**src/inc/gef_consts.svh**
```systemverilog
`ifndef GEF_CONSTS_SVH
`define GEF_CONSTS_SVH

// register locations
`define GEF_A_ENABLE   8'h80
`define GEF_A_CFG1     8'h8D
`define GEF_A_CFG2     8'h90
`define GEF_A_STATUS   8'h93
`define GEF_A_ENTRY    8'hA0
`define GEF_A_EXIT     8'hA1
`define GEF_A_FIFOCFG  8'hA2
`define GEF_A_GAINCFG  8'hA3
`define GEF_A_OFF_UP   8'hA4
`define GEF_A_OFF_DN   8'hA5
`define GEF_A_PULSE    8'hA6
`define GEF_A_OFF_LT   8'hA7
`define GEF_A_OFF_RT   8'hA9
`define GEF_A_DIMCFG   8'hAA
`define GEF_A_MODE     8'hAB
`define GEF_A_LEVEL    8'hAE
`define GEF_A_FLAGS    8'hAF
`define GEF_A_FIFO_UP  8'hFC
`define GEF_A_FIFO_DN  8'hFD
`define GEF_A_FIFO_LT  8'hFE
`define GEF_A_FIFO_RT  8'hFF

// bit and field positions
`define GEF_B_PON      0
`define GEF_B_GEN      6
`define GEF_B_GMODE    0
`define GEF_B_GIEN     1
`define GEF_B_FCLR     2
`define GEF_B_VALID    0
`define GEF_B_OVF      1
`define GEF_B_SAT      6
`define GEF_F_FTH      7:6
`define GEF_F_EXPERS   1:0
`define GEF_F_GAIN     6:5
`define GEF_F_LDRV     4:3
`define GEF_F_WTIME    2:0
`define GEF_F_BOOST    5:4
`define GEF_F_PCNT     5:0
`define GEF_F_PLEN     7:6
`define GEF_F_DIMS     1:0
`define GEF_EXMSK_TOP  5
`define GEF_DIMS_UD    2'h1
`define GEF_WMASK_MODE 8'h03

// reset values
`define GEF_RST_CFG1   8'h60
`define GEF_RST_CFG2   8'h01
`define GEF_RST_PULSE  8'h40

// fifo threshold levels per code
`define GEF_FTH_0      8'h01
`define GEF_FTH_1      8'h04
`define GEF_FTH_2      8'h08
`define GEF_FTH_3      8'h10

// timing
`define GEF_CLK_HZ     10000000
`define GEF_PLEN_US_0  4
`define GEF_PLEN_US_1  8
`define GEF_PLEN_US_2  16
`define GEF_PLEN_US_3  32
`define GEF_WAIT_UNIT_US 1000

`endif

```
**src/inc/gef_pkg.sv**
```systemverilog
`default_nettype none
package gef_pkg;

    typedef enum logic [2:0] {
        GEF_IDLE,
        GEF_ON,
        GEF_OFF,
        GEF_STORE,
        GEF_WAIT
    } gef_phase_t;

    typedef struct packed {
        logic [7:0] up;
        logic [7:0] down;
        logic [7:0] left;
        logic [7:0] right;
    } gef_set_t;

    typedef struct packed {
        logic       rd;
        logic       wr;
        logic [7:0] addr;
        logic [7:0] wdata;
    } gef_req_t;

    typedef struct packed {
        logic       on;
        logic [1:0] drive;
        logic [1:0] boost;
    } gef_led_t;

endpackage
`default_nettype wire

```
**src/rtl/gef_engine.sv**
```systemverilog
// What this block does
// - gesture engine runs only while gesture enable and mode bit are set
// - mode bit host writable, also set when proximity result reaches entry
// - engine is left once the mode bit, power-on or gesture enable has returned to zero
// - exit needs every unmasked direction byte below the exit threshold
// - exit after persistence count of below datasets; above resets count
// - session without valid flag raises no interrupt and purges fifo
// - each cycle yields four bytes up down left right as one dataset
// - gain field selects signal scaling from 1/8x (code 0) to 1x (code 3)
// - per-direction offset is subtracted from accumulated signal
// - pulse count sets pulses per cycle, pulse length sets period
// - non-zero wait field inserts wait between pulse trains
// - drive field picks led current level, boost field raises it
// - fifo holds up to thirty-two datasets before overflow
// - on overflow newest dataset dropped, stored kept, overflow flag set
// - level at threshold sets valid and interrupt; pin needs enable
// - leaving engine with valid set always gives a final interrupt
// - interrupt, valid and level clear once fifo read empty or on a fifo clear
// - oldest dataset read at four consecutive locations up to right
`include "gef_consts.svh"
`timescale 1ns/1ps
`default_nettype none

module gef_engine #(
    parameter int P_DEPTH         = 32,
    parameter int P_WAIT_UNIT_CYC =
        (`GEF_WAIT_UNIT_US * (`GEF_CLK_HZ / 1000000))
) (
    input  wire logic              i_clk,
    input  wire logic              i_arst_n,
    input  wire gef_pkg::gef_req_t i_req,
    input  wire logic              i_prox_valid,
    input  wire logic [7:0]        i_prox_result,
    input  wire gef_pkg::gef_set_t i_diode,
    output logic [7:0]             o_rdata,
    output logic                   o_int_n,
    output gef_pkg::gef_led_t      o_led,
    output logic [1:0]             o_gain,
    output logic                   o_active
);
    import gef_pkg::*;

    localparam int AW = $clog2(P_DEPTH);
    localparam int PL0_CYC =
        (`GEF_PLEN_US_0 * `GEF_CLK_HZ + 999999) / 1000000;
    localparam int PL1_CYC =
        (`GEF_PLEN_US_1 * `GEF_CLK_HZ + 999999) / 1000000;
    localparam int PL2_CYC =
        (`GEF_PLEN_US_2 * `GEF_CLK_HZ + 999999) / 1000000;
    localparam int PL3_CYC =
        (`GEF_PLEN_US_3 * `GEF_CLK_HZ + 999999) / 1000000;

    // pointer wrap relies on a power-of-two depth; level fits one byte
    if (P_DEPTH < 2 || P_DEPTH > 128 || (P_DEPTH & (P_DEPTH - 1)) != 0)
        $error("gef_engine: depth must be a power of two up to 128");
    if (P_WAIT_UNIT_CYC < 1 || P_WAIT_UNIT_CYC > 2000000)
        $error("gef_engine: wait unit out of range");

    typedef struct packed {
        gef_phase_t                ph;
        logic [23:0]               tmr;
        logic [5:0]                pcnt;
        logic [3:0][15:0]          acc;
        logic [7:0]                en;
        logic [7:0]                cfg1;
        logic [7:0]                cfg2;
        logic [7:0]                enth;
        logic [7:0]                exth;
        logic [7:0]                fcfg;
        logic [7:0]                gcfg2;
        logic [7:0]                pulse;
        logic [7:0]                dims;
        logic [7:0]                mode;
        logic [3:0][7:0]           offs;
        gef_set_t [P_DEPTH-1:0]    mem;
        logic [AW-1:0]             wp;
        logic [AW-1:0]             rp;
        logic [AW:0]               lvl;
        logic                      valid;
        logic                      motion_interrupt_flag;
        logic                      ovf;
        logic                      sat;
        logic                      seen;
        logic [1:0]                pers;
        logic [7:0]                rdata;
        logic                      int_n;
        gef_led_t                  led;
        logic                      active;
    } gef_st_t;

    gef_st_t         q;
    gef_st_t         d;
    logic            eng;
    logic            pop;
    logic            push;
    logic            clr_fifo;
    logic            leave;
    logic            below_all;
    logic [3:0][8:0] res;
    logic [3:0][7:0] dv;
    logic [3:0][7:0] sb;
    gef_set_t        set_in;
    gef_set_t        head;
    logic [23:0]     on_cyc;
    logic [23:0]     off_cyc;
    logic [23:0]     wait_cyc;
    logic [1:0]      pers_nx;

    function automatic logic [7:0] fth(input logic [1:0] code);
        logic [7:0] v;
        unique case (code)
            2'h0: v = `GEF_FTH_0;
            2'h1: v = `GEF_FTH_1;
            2'h2: v = `GEF_FTH_2;
            2'h3: v = `GEF_FTH_3;
        endcase
        return v;
    endfunction

    // bit 8 flags saturation; negative results clamp to zero
    function automatic logic [8:0] chan(input logic [15:0] a,
                                        input logic [1:0]  g,
                                        input logic [7:0]  off);
        logic [18:0]        amp;
        logic signed [19:0] v;
        amp = {3'h0, a} << g;
        v = $signed({4'h0, amp[18:3]}) - $signed({12'h000, off});
        if (v < 0)
            return 9'h000;
        else if (v > 20'sd255)
            return 9'h1FF;
        else
            return {1'b0, v[7:0]};
    endfunction

    function automatic logic [23:0] plen(input logic [1:0] code);
        logic [23:0] v;
        unique case (code)
            2'h0: v = 24'(PL0_CYC);
            2'h1: v = 24'(PL1_CYC);
            2'h2: v = 24'(PL2_CYC);
            2'h3: v = 24'(PL3_CYC);
        endcase
        return v;
    endfunction

    always_comb begin
        d = q;
        pop = 1'b0;
        push = 1'b0;
        clr_fifo = 1'b0;
        leave = 1'b0;
        below_all = 1'b1;
        eng = q.en[`GEF_B_PON] & q.en[`GEF_B_GEN] & q.mode[`GEF_B_GMODE];
        head = q.mem[q.rp];
        dv = {i_diode.right, i_diode.left, i_diode.down, i_diode.up};
        // pulse period split into on and off halves; up-down mode halves the on time again
        off_cyc = plen(q.pulse[`GEF_F_PLEN]) >> 1;
        on_cyc = off_cyc;
        if (q.dims[`GEF_F_DIMS] == `GEF_DIMS_UD)
            on_cyc = (off_cyc > 24'h1) ? (off_cyc >> 1) : 24'h1;
        wait_cyc = 24'(q.gcfg2[`GEF_F_WTIME]) * 24'(P_WAIT_UNIT_CYC);
        for (int i = 0; i < 4; i++)
            res[i] = chan(q.acc[i], q.gcfg2[`GEF_F_GAIN], q.offs[i]);
        set_in.up = res[0][7:0];
        set_in.down = res[1][7:0];
        set_in.left = res[2][7:0];
        set_in.right = res[3][7:0];
        if (q.dims[`GEF_F_DIMS] == `GEF_DIMS_UD) begin
            set_in.left = 8'h00;
            set_in.right = 8'h00;
        end
        sb = {set_in.right, set_in.left, set_in.down, set_in.up};
        // masked bytes do not take part
        for (int i = 0; i < 4; i++)
            if (!q.fcfg[`GEF_EXMSK_TOP - i] && sb[i] >= q.exth)
                below_all = 1'b0;
        pers_nx = (q.pers == 2'h3) ? 2'h3 : q.pers + 2'h1;

        if (i_req.rd) begin
            case (i_req.addr)
                `GEF_A_ENABLE:  d.rdata = q.en;
                `GEF_A_CFG1:    d.rdata = q.cfg1;
                `GEF_A_CFG2:    d.rdata = q.cfg2;
                `GEF_A_STATUS:  d.rdata = {1'b0, q.sat, 6'h00};
                `GEF_A_ENTRY:   d.rdata = q.enth;
                `GEF_A_EXIT:    d.rdata = q.exth;
                `GEF_A_FIFOCFG: d.rdata = q.fcfg;
                `GEF_A_GAINCFG: d.rdata = q.gcfg2;
                `GEF_A_OFF_UP:  d.rdata = q.offs[0];
                `GEF_A_OFF_DN:  d.rdata = q.offs[1];
                `GEF_A_OFF_LT:  d.rdata = q.offs[2];
                `GEF_A_OFF_RT:  d.rdata = q.offs[3];
                `GEF_A_PULSE:   d.rdata = q.pulse;
                `GEF_A_DIMCFG:  d.rdata = q.dims;
                `GEF_A_MODE:    d.rdata = q.mode;
                `GEF_A_LEVEL:   d.rdata = 8'(q.lvl);
                `GEF_A_FLAGS:   d.rdata = {6'h00, q.ovf, q.valid};
                `GEF_A_FIFO_UP: d.rdata = (q.lvl != 0) ? head.up : 8'h00;
                `GEF_A_FIFO_DN: d.rdata = (q.lvl != 0) ? head.down : 8'h00;
                `GEF_A_FIFO_LT: d.rdata = (q.lvl != 0) ? head.left : 8'h00;
                `GEF_A_FIFO_RT: begin
                    d.rdata = (q.lvl != 0) ? head.right : 8'h00;
                    pop = (q.lvl != 0);
                end
                default:        d.rdata = 8'h00;
            endcase
        end
        // right byte read retires the dataset
        if (pop) begin
            d.rp = q.rp + 1'b1;
            d.lvl = q.lvl - 1'b1;
        end

        if (i_req.wr) begin
            case (i_req.addr)
                `GEF_A_ENABLE:  d.en = i_req.wdata;
                `GEF_A_CFG1:    d.cfg1 = i_req.wdata;
                `GEF_A_CFG2:    d.cfg2 = i_req.wdata;
                `GEF_A_ENTRY:   d.enth = i_req.wdata;
                `GEF_A_EXIT:    d.exth = i_req.wdata;
                `GEF_A_FIFOCFG: d.fcfg = i_req.wdata;
                `GEF_A_GAINCFG: d.gcfg2 = i_req.wdata;
                `GEF_A_OFF_UP:  d.offs[0] = i_req.wdata;
                `GEF_A_OFF_DN:  d.offs[1] = i_req.wdata;
                `GEF_A_OFF_LT:  d.offs[2] = i_req.wdata;
                `GEF_A_OFF_RT:  d.offs[3] = i_req.wdata;
                `GEF_A_PULSE:   d.pulse = i_req.wdata;
                `GEF_A_DIMCFG:  d.dims = i_req.wdata & 8'h03;
                `GEF_A_MODE: begin
                    d.mode = i_req.wdata & `GEF_WMASK_MODE;
                    clr_fifo = i_req.wdata[`GEF_B_FCLR];
                end
                default: ;
            endcase
        end
        // automatic entry, wins over a host clear
        if (i_prox_valid && i_prox_result >= q.enth)
            d.mode[`GEF_B_GMODE] = 1'b1;

        if (clr_fifo) begin
            d.wp = '0;
            d.rp = '0;
            d.lvl = '0;
            d.valid = 1'b0;
            d.motion_interrupt_flag = 1'b0;
            d.ovf = 1'b0;
            d.sat = 1'b0;
        end else if (pop && d.lvl == 0) begin
            d.valid = 1'b0;
            d.motion_interrupt_flag = 1'b0;
        end

        // host clear of mode ends the session
        if (q.ph != GEF_IDLE && !eng) begin
            leave = 1'b1;
        end else begin
            unique case (q.ph)
                GEF_IDLE: begin
                    if (eng) begin
                        d.ph = GEF_ON;
                        d.tmr = on_cyc;
                        d.pcnt = '0;
                        d.acc = '0;
                        d.seen = 1'b0;
                        d.pers = '0;
                    end
                end
                GEF_ON: begin
                    if (q.tmr <= 24'h1) begin
                        for (int i = 0; i < 4; i++)
                            d.acc[i] = q.acc[i] + 16'(dv[i]);
                        d.ph = GEF_OFF;
                        d.tmr = off_cyc;
                    end else begin
                        d.tmr = q.tmr - 24'h1;
                    end
                end
                GEF_OFF: begin
                    if (q.tmr > 24'h1) begin
                        d.tmr = q.tmr - 24'h1;
                    end else if (q.pcnt == q.pulse[`GEF_F_PCNT]) begin
                        d.ph = GEF_STORE;
                    end else begin
                        d.pcnt = q.pcnt + 6'h1;
                        d.ph = GEF_ON;
                        d.tmr = on_cyc;
                    end
                end
                GEF_STORE: begin
                    push = 1'b1;
                    if (res[0][8] | res[1][8] | res[2][8] | res[3][8])
                        d.sat = 1'b1;
                    d.pers = below_all ? pers_nx : 2'h0;
                    if (below_all && pers_nx >= q.fcfg[`GEF_F_EXPERS]
                        && !(i_prox_valid && i_prox_result >= q.enth)) begin
                        d.mode[`GEF_B_GMODE] = 1'b0;
                        leave = 1'b1;
                    end else if (wait_cyc == 24'h0) begin
                        d.ph = GEF_ON;
                        d.tmr = on_cyc;
                        d.pcnt = '0;
                        d.acc = '0;
                    end else begin
                        d.ph = GEF_WAIT;
                        d.tmr = wait_cyc;
                    end
                end
                GEF_WAIT: begin
                    if (q.tmr <= 24'h1) begin
                        d.ph = GEF_ON;
                        d.tmr = on_cyc;
                        d.pcnt = '0;
                        d.acc = '0;
                    end else begin
                        d.tmr = q.tmr - 24'h1;
                    end
                end
            endcase
        end

        if (push) begin
            // full fifo drops the newest dataset
            if (d.lvl == (AW + 1)'(P_DEPTH)) begin
                d.ovf = 1'b1;
            end else begin
                d.mem[d.wp] = set_in;
                d.wp = d.wp + 1'b1;
                d.lvl = d.lvl + 1'b1;
            end
        end
        // level threshold sets valid and interrupt
        if (8'(d.lvl) >= fth(d.fcfg[`GEF_F_FTH])) begin
            d.valid = 1'b1;
            d.motion_interrupt_flag = 1'b1;
        end
        d.seen = d.seen | d.valid;

        if (leave) begin
            d.ph = GEF_IDLE;
            if (d.seen) begin
                d.motion_interrupt_flag = d.motion_interrupt_flag | d.valid;
            end else begin
                d.wp = '0;
                d.rp = '0;
                d.lvl = '0;
                d.motion_interrupt_flag = 1'b0;
            end
        end

        d.int_n = ~(d.motion_interrupt_flag & d.mode[`GEF_B_GIEN]);
        d.led.on = (d.ph == GEF_ON);
        // drive level and boost to led driver
        d.led.drive = d.gcfg2[`GEF_F_LDRV];
        d.led.boost = d.cfg2[`GEF_F_BOOST];
        d.active = (d.ph != GEF_IDLE);
    end

    always_ff @(posedge i_clk or negedge i_arst_n) begin
        if (!i_arst_n) begin
            q <= '0;
            q.cfg1 <= `GEF_RST_CFG1;
            q.cfg2 <= `GEF_RST_CFG2;
            q.pulse <= `GEF_RST_PULSE;
            q.int_n <= 1'b1;
            q.led.boost <= 2'h0;
        end else begin
            q <= d;
        end
    end

    assign o_rdata = q.rdata;
    assign o_int_n = q.int_n;
    assign o_led = q.led;
    assign o_gain = q.gcfg2[`GEF_F_GAIN];
    assign o_active = q.active;
endmodule

`default_nettype wire

```
**config.mk**
```make
export PLATFORM = sky130hd
export DESIGN_NAME = gef_engine
export DESIGN_NICKNAME = d
export VERILOG_FILES = /design/src/inc/gef_pkg.sv /design/src/rtl/gef_engine.sv
export VERILOG_INCLUDE_DIRS = /design/src /design/src/inc
export SDC_FILE = /design/constraint.sdc
export NUM_CORES = 2
export LEC_CHECK = 0
export BUFFER_PORTS_ARGS = -buffer_cell sky130_fd_sc_hd__buf_2
export CAP_MARGIN = 20
export CORE_ASPECT_RATIO = 1.1
export CORE_MARGIN = 4
export CORE_UTILIZATION = 51
export DETAILED_ROUTE_END_ITERATION = 6
export PLACE_DENSITY = 0.69
export SLEW_MARGIN = 20
export SYNTH_ARGS = -nofsm -noshare
export SYNTH_HDL_FRONTEND = slang
export SYNTH_SLANG_ARGS = --single-unit
```
**constraint.sdc**
```tcl
create_clock -name i_clk -period 9.9 [get_ports i_clk]
set_input_delay 2.475 -clock i_clk [delete_from_list [all_inputs] [get_ports i_clk]]
set_output_delay 2.475 -clock i_clk [all_outputs]
set_load 0.1 [all_outputs]
```
==> summary.json <==
{
  "status": {
    "run_status": "finished, final reports clean"
  },
  "yosys": {
    "synth_area_leaders": "dfrtp_1, o21ai_0, nand2_1",
    "synth_most_common_cell": "nand2_1",
    "yosys_most_used_dff": "dfrtp_1",
    "netlist.area_leader.share_pct": 50.0,
    "synth.top_cells.by_count": "nand2_1, dfrtp_1, o21ai_0",
    "synth.net_count": 6610,
    "synthesis.area_per_instance_sq_um": 9.78,
    "postSynthCellCount": 6404,
    "synth.largest_area_cell": "dfrtp_1",
    "mappedNetlistArea_sq_um": 62600,
    "synth.yosys.warnings": 0,
    "fraction_of_synthesis_flops_using_an_asynchronous_set_or_reset_pin_pct": 100,
    "synth-seq-area-share_pct": 50.2,
    "synth-edff-count": 0,
    "synth.ff_latch_count": 1255,
    "distinct_cell_type_count_of_the_synthesized_netlist": 85
  },
  "cts": {
    "tritoncts": "built",
    "tritoncts.num_buffers": 133,
    "cts_setup_buffers": 0,
    "cts_root_buf": "clkbuf_16",
    "clock_tree.buffer_depth": 3,
    "clkSinkCount": 1255,
    "holdBufCountCts": 0,
    "cts_resized": 0,
    "cts.htree.levels": 4,
    "clkSlewWorstSetupHoldPaths_ps": 60,
    "clk_latency_ps": 760
  },
  "sta": {
    "layout_worst_path_cycle_share_pct": 86.2,
    "timing_max_transition_violations_final": 0,
    "max-slew-margin-rel_pct": 19.1,
    "timing.final.crit_period_ps": 8530,
    "timing_worst_slew_pin_value_ps": 1200,
    "final_hold_viol_count": 0,
    "fin_worst_skew_ps": 24.3,
    "setup_tns_final_ps": 0,
    "setup_repair_after_global_routing_missed_its_margin": "false",
    "setup_ws_ps": 1370,
    "fmaxAchievable_mhz": 117,
    "setup_viol": 0
  },
  "pwr": {
    "vdd.ir_drop.worst_v": 0.000144,
    "part_of_the_total_power_dissipated_in_combinational_logic_pct": 10.6,
    "switching_power_mw": 2.97,
    "cellPowerDensity_nw_per_um2": 167,
    "cellInternalPower_mw": 8.48,
    "switching_share_pct": 25.9,
    "p_seq_share_pct": 45.5,
    "proportion_of_power_drawn_by_the_clock_network_pct": 43.9,
    "total_leakage_power_nw": 29.3
  },
  "detailed_routing": {
    "via_per_inst": 6.14,
    "route.vias.total": 48629,
    "drc": 0,
    "dr.first_iter.drc_count": 4386,
    "wl_cell_um": 23.1,
    "post_route_antenna_net_violation_count": 0,
    "drt-total-wl_um": 183000,
    "detailedRoute.firstPassIterationCount": 6
  },
  "final_layout": {
    "finalNetCount": 6404,
    "final_area_sq_um": 68500,
    "layout-area-overhead-vs-synth_pct": 9.46,
    "layout-drive-gt1-share_pct": 12.6
  },
  "placed_design": {
    "dpl_worst_slack_ps": 1550,
    "detailed_place_hpwl_um": 114000,
    "portBuffers": 77,
    "placement.cell_area_sq_um": 64100,
    "final_weighted_congestion_in_routability_driven_placement": 0.939
  },
  "floorplanning": {
    "floorplan.initialDensity_pct": 51.5,
    "die-width_um": 342,
    "die_height_um": 375,
    "rows": 134,
    "floorplan.io_pins": 78,
    "die_area_sq_um": 128000,
    "fp.coreArea_sq_um": 122000
  },
  "critical_path": {
    "critical_path.max_fanout": 52,
    "crit_path_cell_chain": "mux2i_1 > a21oi_1 > inv_1 > ha_1 > fa_1 > nand3b_1 > a21oi_1 > a31oi_1 > or4_1 > a21oi_1 > o2111ai_1 > or4_1 > o21ai_4 > inv_1 > ha_1 > and3_1 > a2111oi_0 > a211o_1 > nand3_1 > o21ai_1 > buf_4 > inv_1 > nor4_4 > nor3_1",
    "cpPeakStageDelay_ps": 960,
    "setup.worst_path.start_class": "flop",
    "worstPathArrival_ps": 9130,
    "path_class": "reg -> reg",
    "startpoint_of_the_worst_setup_timing_path": "o_gain[1]",
    "cp_data_required_time_ps": 10500,
    "timing.critical_path.slowest_stage_cell": "or4_1",
    "rrSetupSlack_ps": 1370,
    "cp-end-kind": "flop",
    "worst_reg2reg_path_startpoint": "o_gain[1]"
  },
  "grt": {
    "grt_start_max_net_pins": 166,
    "grt_residual_overflow": 0,
    "grt_first_pass_wirelength_um": 285000,
    "antenna_found_initial": 4,
    "via_count_of_the_first_global_routing_pass": 47320,
    "grt_use_total_pct": 28.5
  },
  "hold_path": {
    "class_of_the_tightest_hold_or_removal_check": "reg -> reg",
    "holdCritStartpoint": "q[775]"
  },
  "flow_run": {
    "cap_violations": 0
  }
}
per-layer routing:
metal | routed length [um] | vias up | global-route usage, %
met5 | 7 | - | 0
met4 | 8090 | 2 | 11.7
met3 | 12900 | 463 | 4.83
met2 | 85900 | 1878 | 46.1
met1 | 76400 | 24144 | 38.5
li1 | - | 22142 | -
critical path, delay by kind of cell (launching register included):
family / cells / cell delay, ps
fa+ha+maj: 3 / 910
simple gates: 7 / 3080
buf+inv: 4 / 610
compound gates: 9 / 2710
flops: 1 / 840
mux: 1 / 180
power groups by stage:
stage / registers [mW] / clock network (mW) / logic, mW
finish: 5.21 / 5.03 / 1.21
global route: 5.21 / 5.29 / 1.31
CTS: 5.21 / 5.09 / 1.20
detailed placement: 5.30 / 0 / 1.19
global placement: 5.30 / 0 / 1.18
floorplan: 5.27 / 0 / 0.757
state kept, by name, indices dropped and copies added, names as in the netlist:
name	flops
o_int_n	1
o_active	1
o_gain	2
o_led	1
q	1242
o_rdata	8
placed cells by master (no fill, tap or decap), types with 13 or more instances in the layout:
| cell | n |
|---|---|
| ha_1 | 134 |
| clkbuf_1 | 32 |
| xnor2_1 | 66 |
| clkbuf_16 | 139 |
| a211oi_1 | 53 |
| a31oi_1 | 23 |
| nor2b_1 | 41 |
| a21o_1 | 20 |
| and3_1 | 14 |
| nand2_1 | 1272 |
| o21ai_0 | 1200 |
| or3_1 | 19 |
| xor2_1 | 32 |
| nand3_2 | 24 |
| a22oi_1 | 17 |
| nor3_1 | 63 |
| nand3_1 | 39 |
| o22ai_1 | 89 |
| clkbuf_8 | 21 |
| nor4_1 | 27 |
| dfrtp_1 | 1243 |
| o21a_1 | 15 |
| mux2i_1 | 225 |
| o221ai_1 | 67 |
| o21ai_2 | 25 |
| nor2_1 | 153 |
| buf_4 | 102 |
| buf_2 | 76 |
| o31ai_1 | 30 |
| a211o_1 | 13 |
| mux4_2 | 148 |
| nand4_1 | 23 |
| inv_1 | 138 |
| a21oi_1 | 237 |
| clkinv_2 | 18 |
| o21ai_1 | 32 |
| mux2_2 | 152 |
| nand2b_1 | 35 |
per-stage QoR:
stage / power [mW] / instances / utilization (%) / hold slack (ps)
after global placement: 6.48 / 7691 / 52.7 / 455
after CTS: 11.5 / 7921 / 56.3 / 477
final: 11.4 / 7925 / 56.4 / 474
after detailed placement: 6.50 / 7693 / 52.8 / 465
after floorplan: 6.03 / 6404 / - / 444
after global routing: 11.8 / 7924 / 56.4 / 489
cell families (layout without fill, tap and decap cells):
logic type / after synthesis / count (layout) / synth area share (%)
AO/OA/AOI/OAI: 1925 / 1925 / 17.4
AND/OR/NAND/NOR: 1786 / 1786 / 12.0
flip-flops: 1255 / 1255 / 50.2
buffers and inverters: 668 / 555 / 4.30
multiplexers: 525 / 525 / 11.7
adder cells (fa/ha/maj): 147 / 147 / 3.06
XOR/XNOR: 98 / 98 / 1.37
other: 0 / 2 / 0
final cells by class:
cell class | count | area (sq um)
timing repair buffer | 189 | 1370
antenna | 2 | 5.00
sequential | 1255 | 31400
inverter | 138 | 518
multi-input combinational | 4481 | 28800
clock inverter | 36 | 434
fill | 10482 | 53000
tap | 1632 | 2040
clock buffer | 192 | 3890
worst paths after layout:
path / cells past startpoint / end
worst min register to register: 2 / q[775]
worst max register to register: 24 / q[37]
max in group asynchronous: 3 / o_gain[0]
worst min-delay path: 2 / q[775]
worst max-delay path: 24 / q[37]
min in group asynchronous: 1 / q[823]
Note: power is estimated with default switching activity, not from simulation.
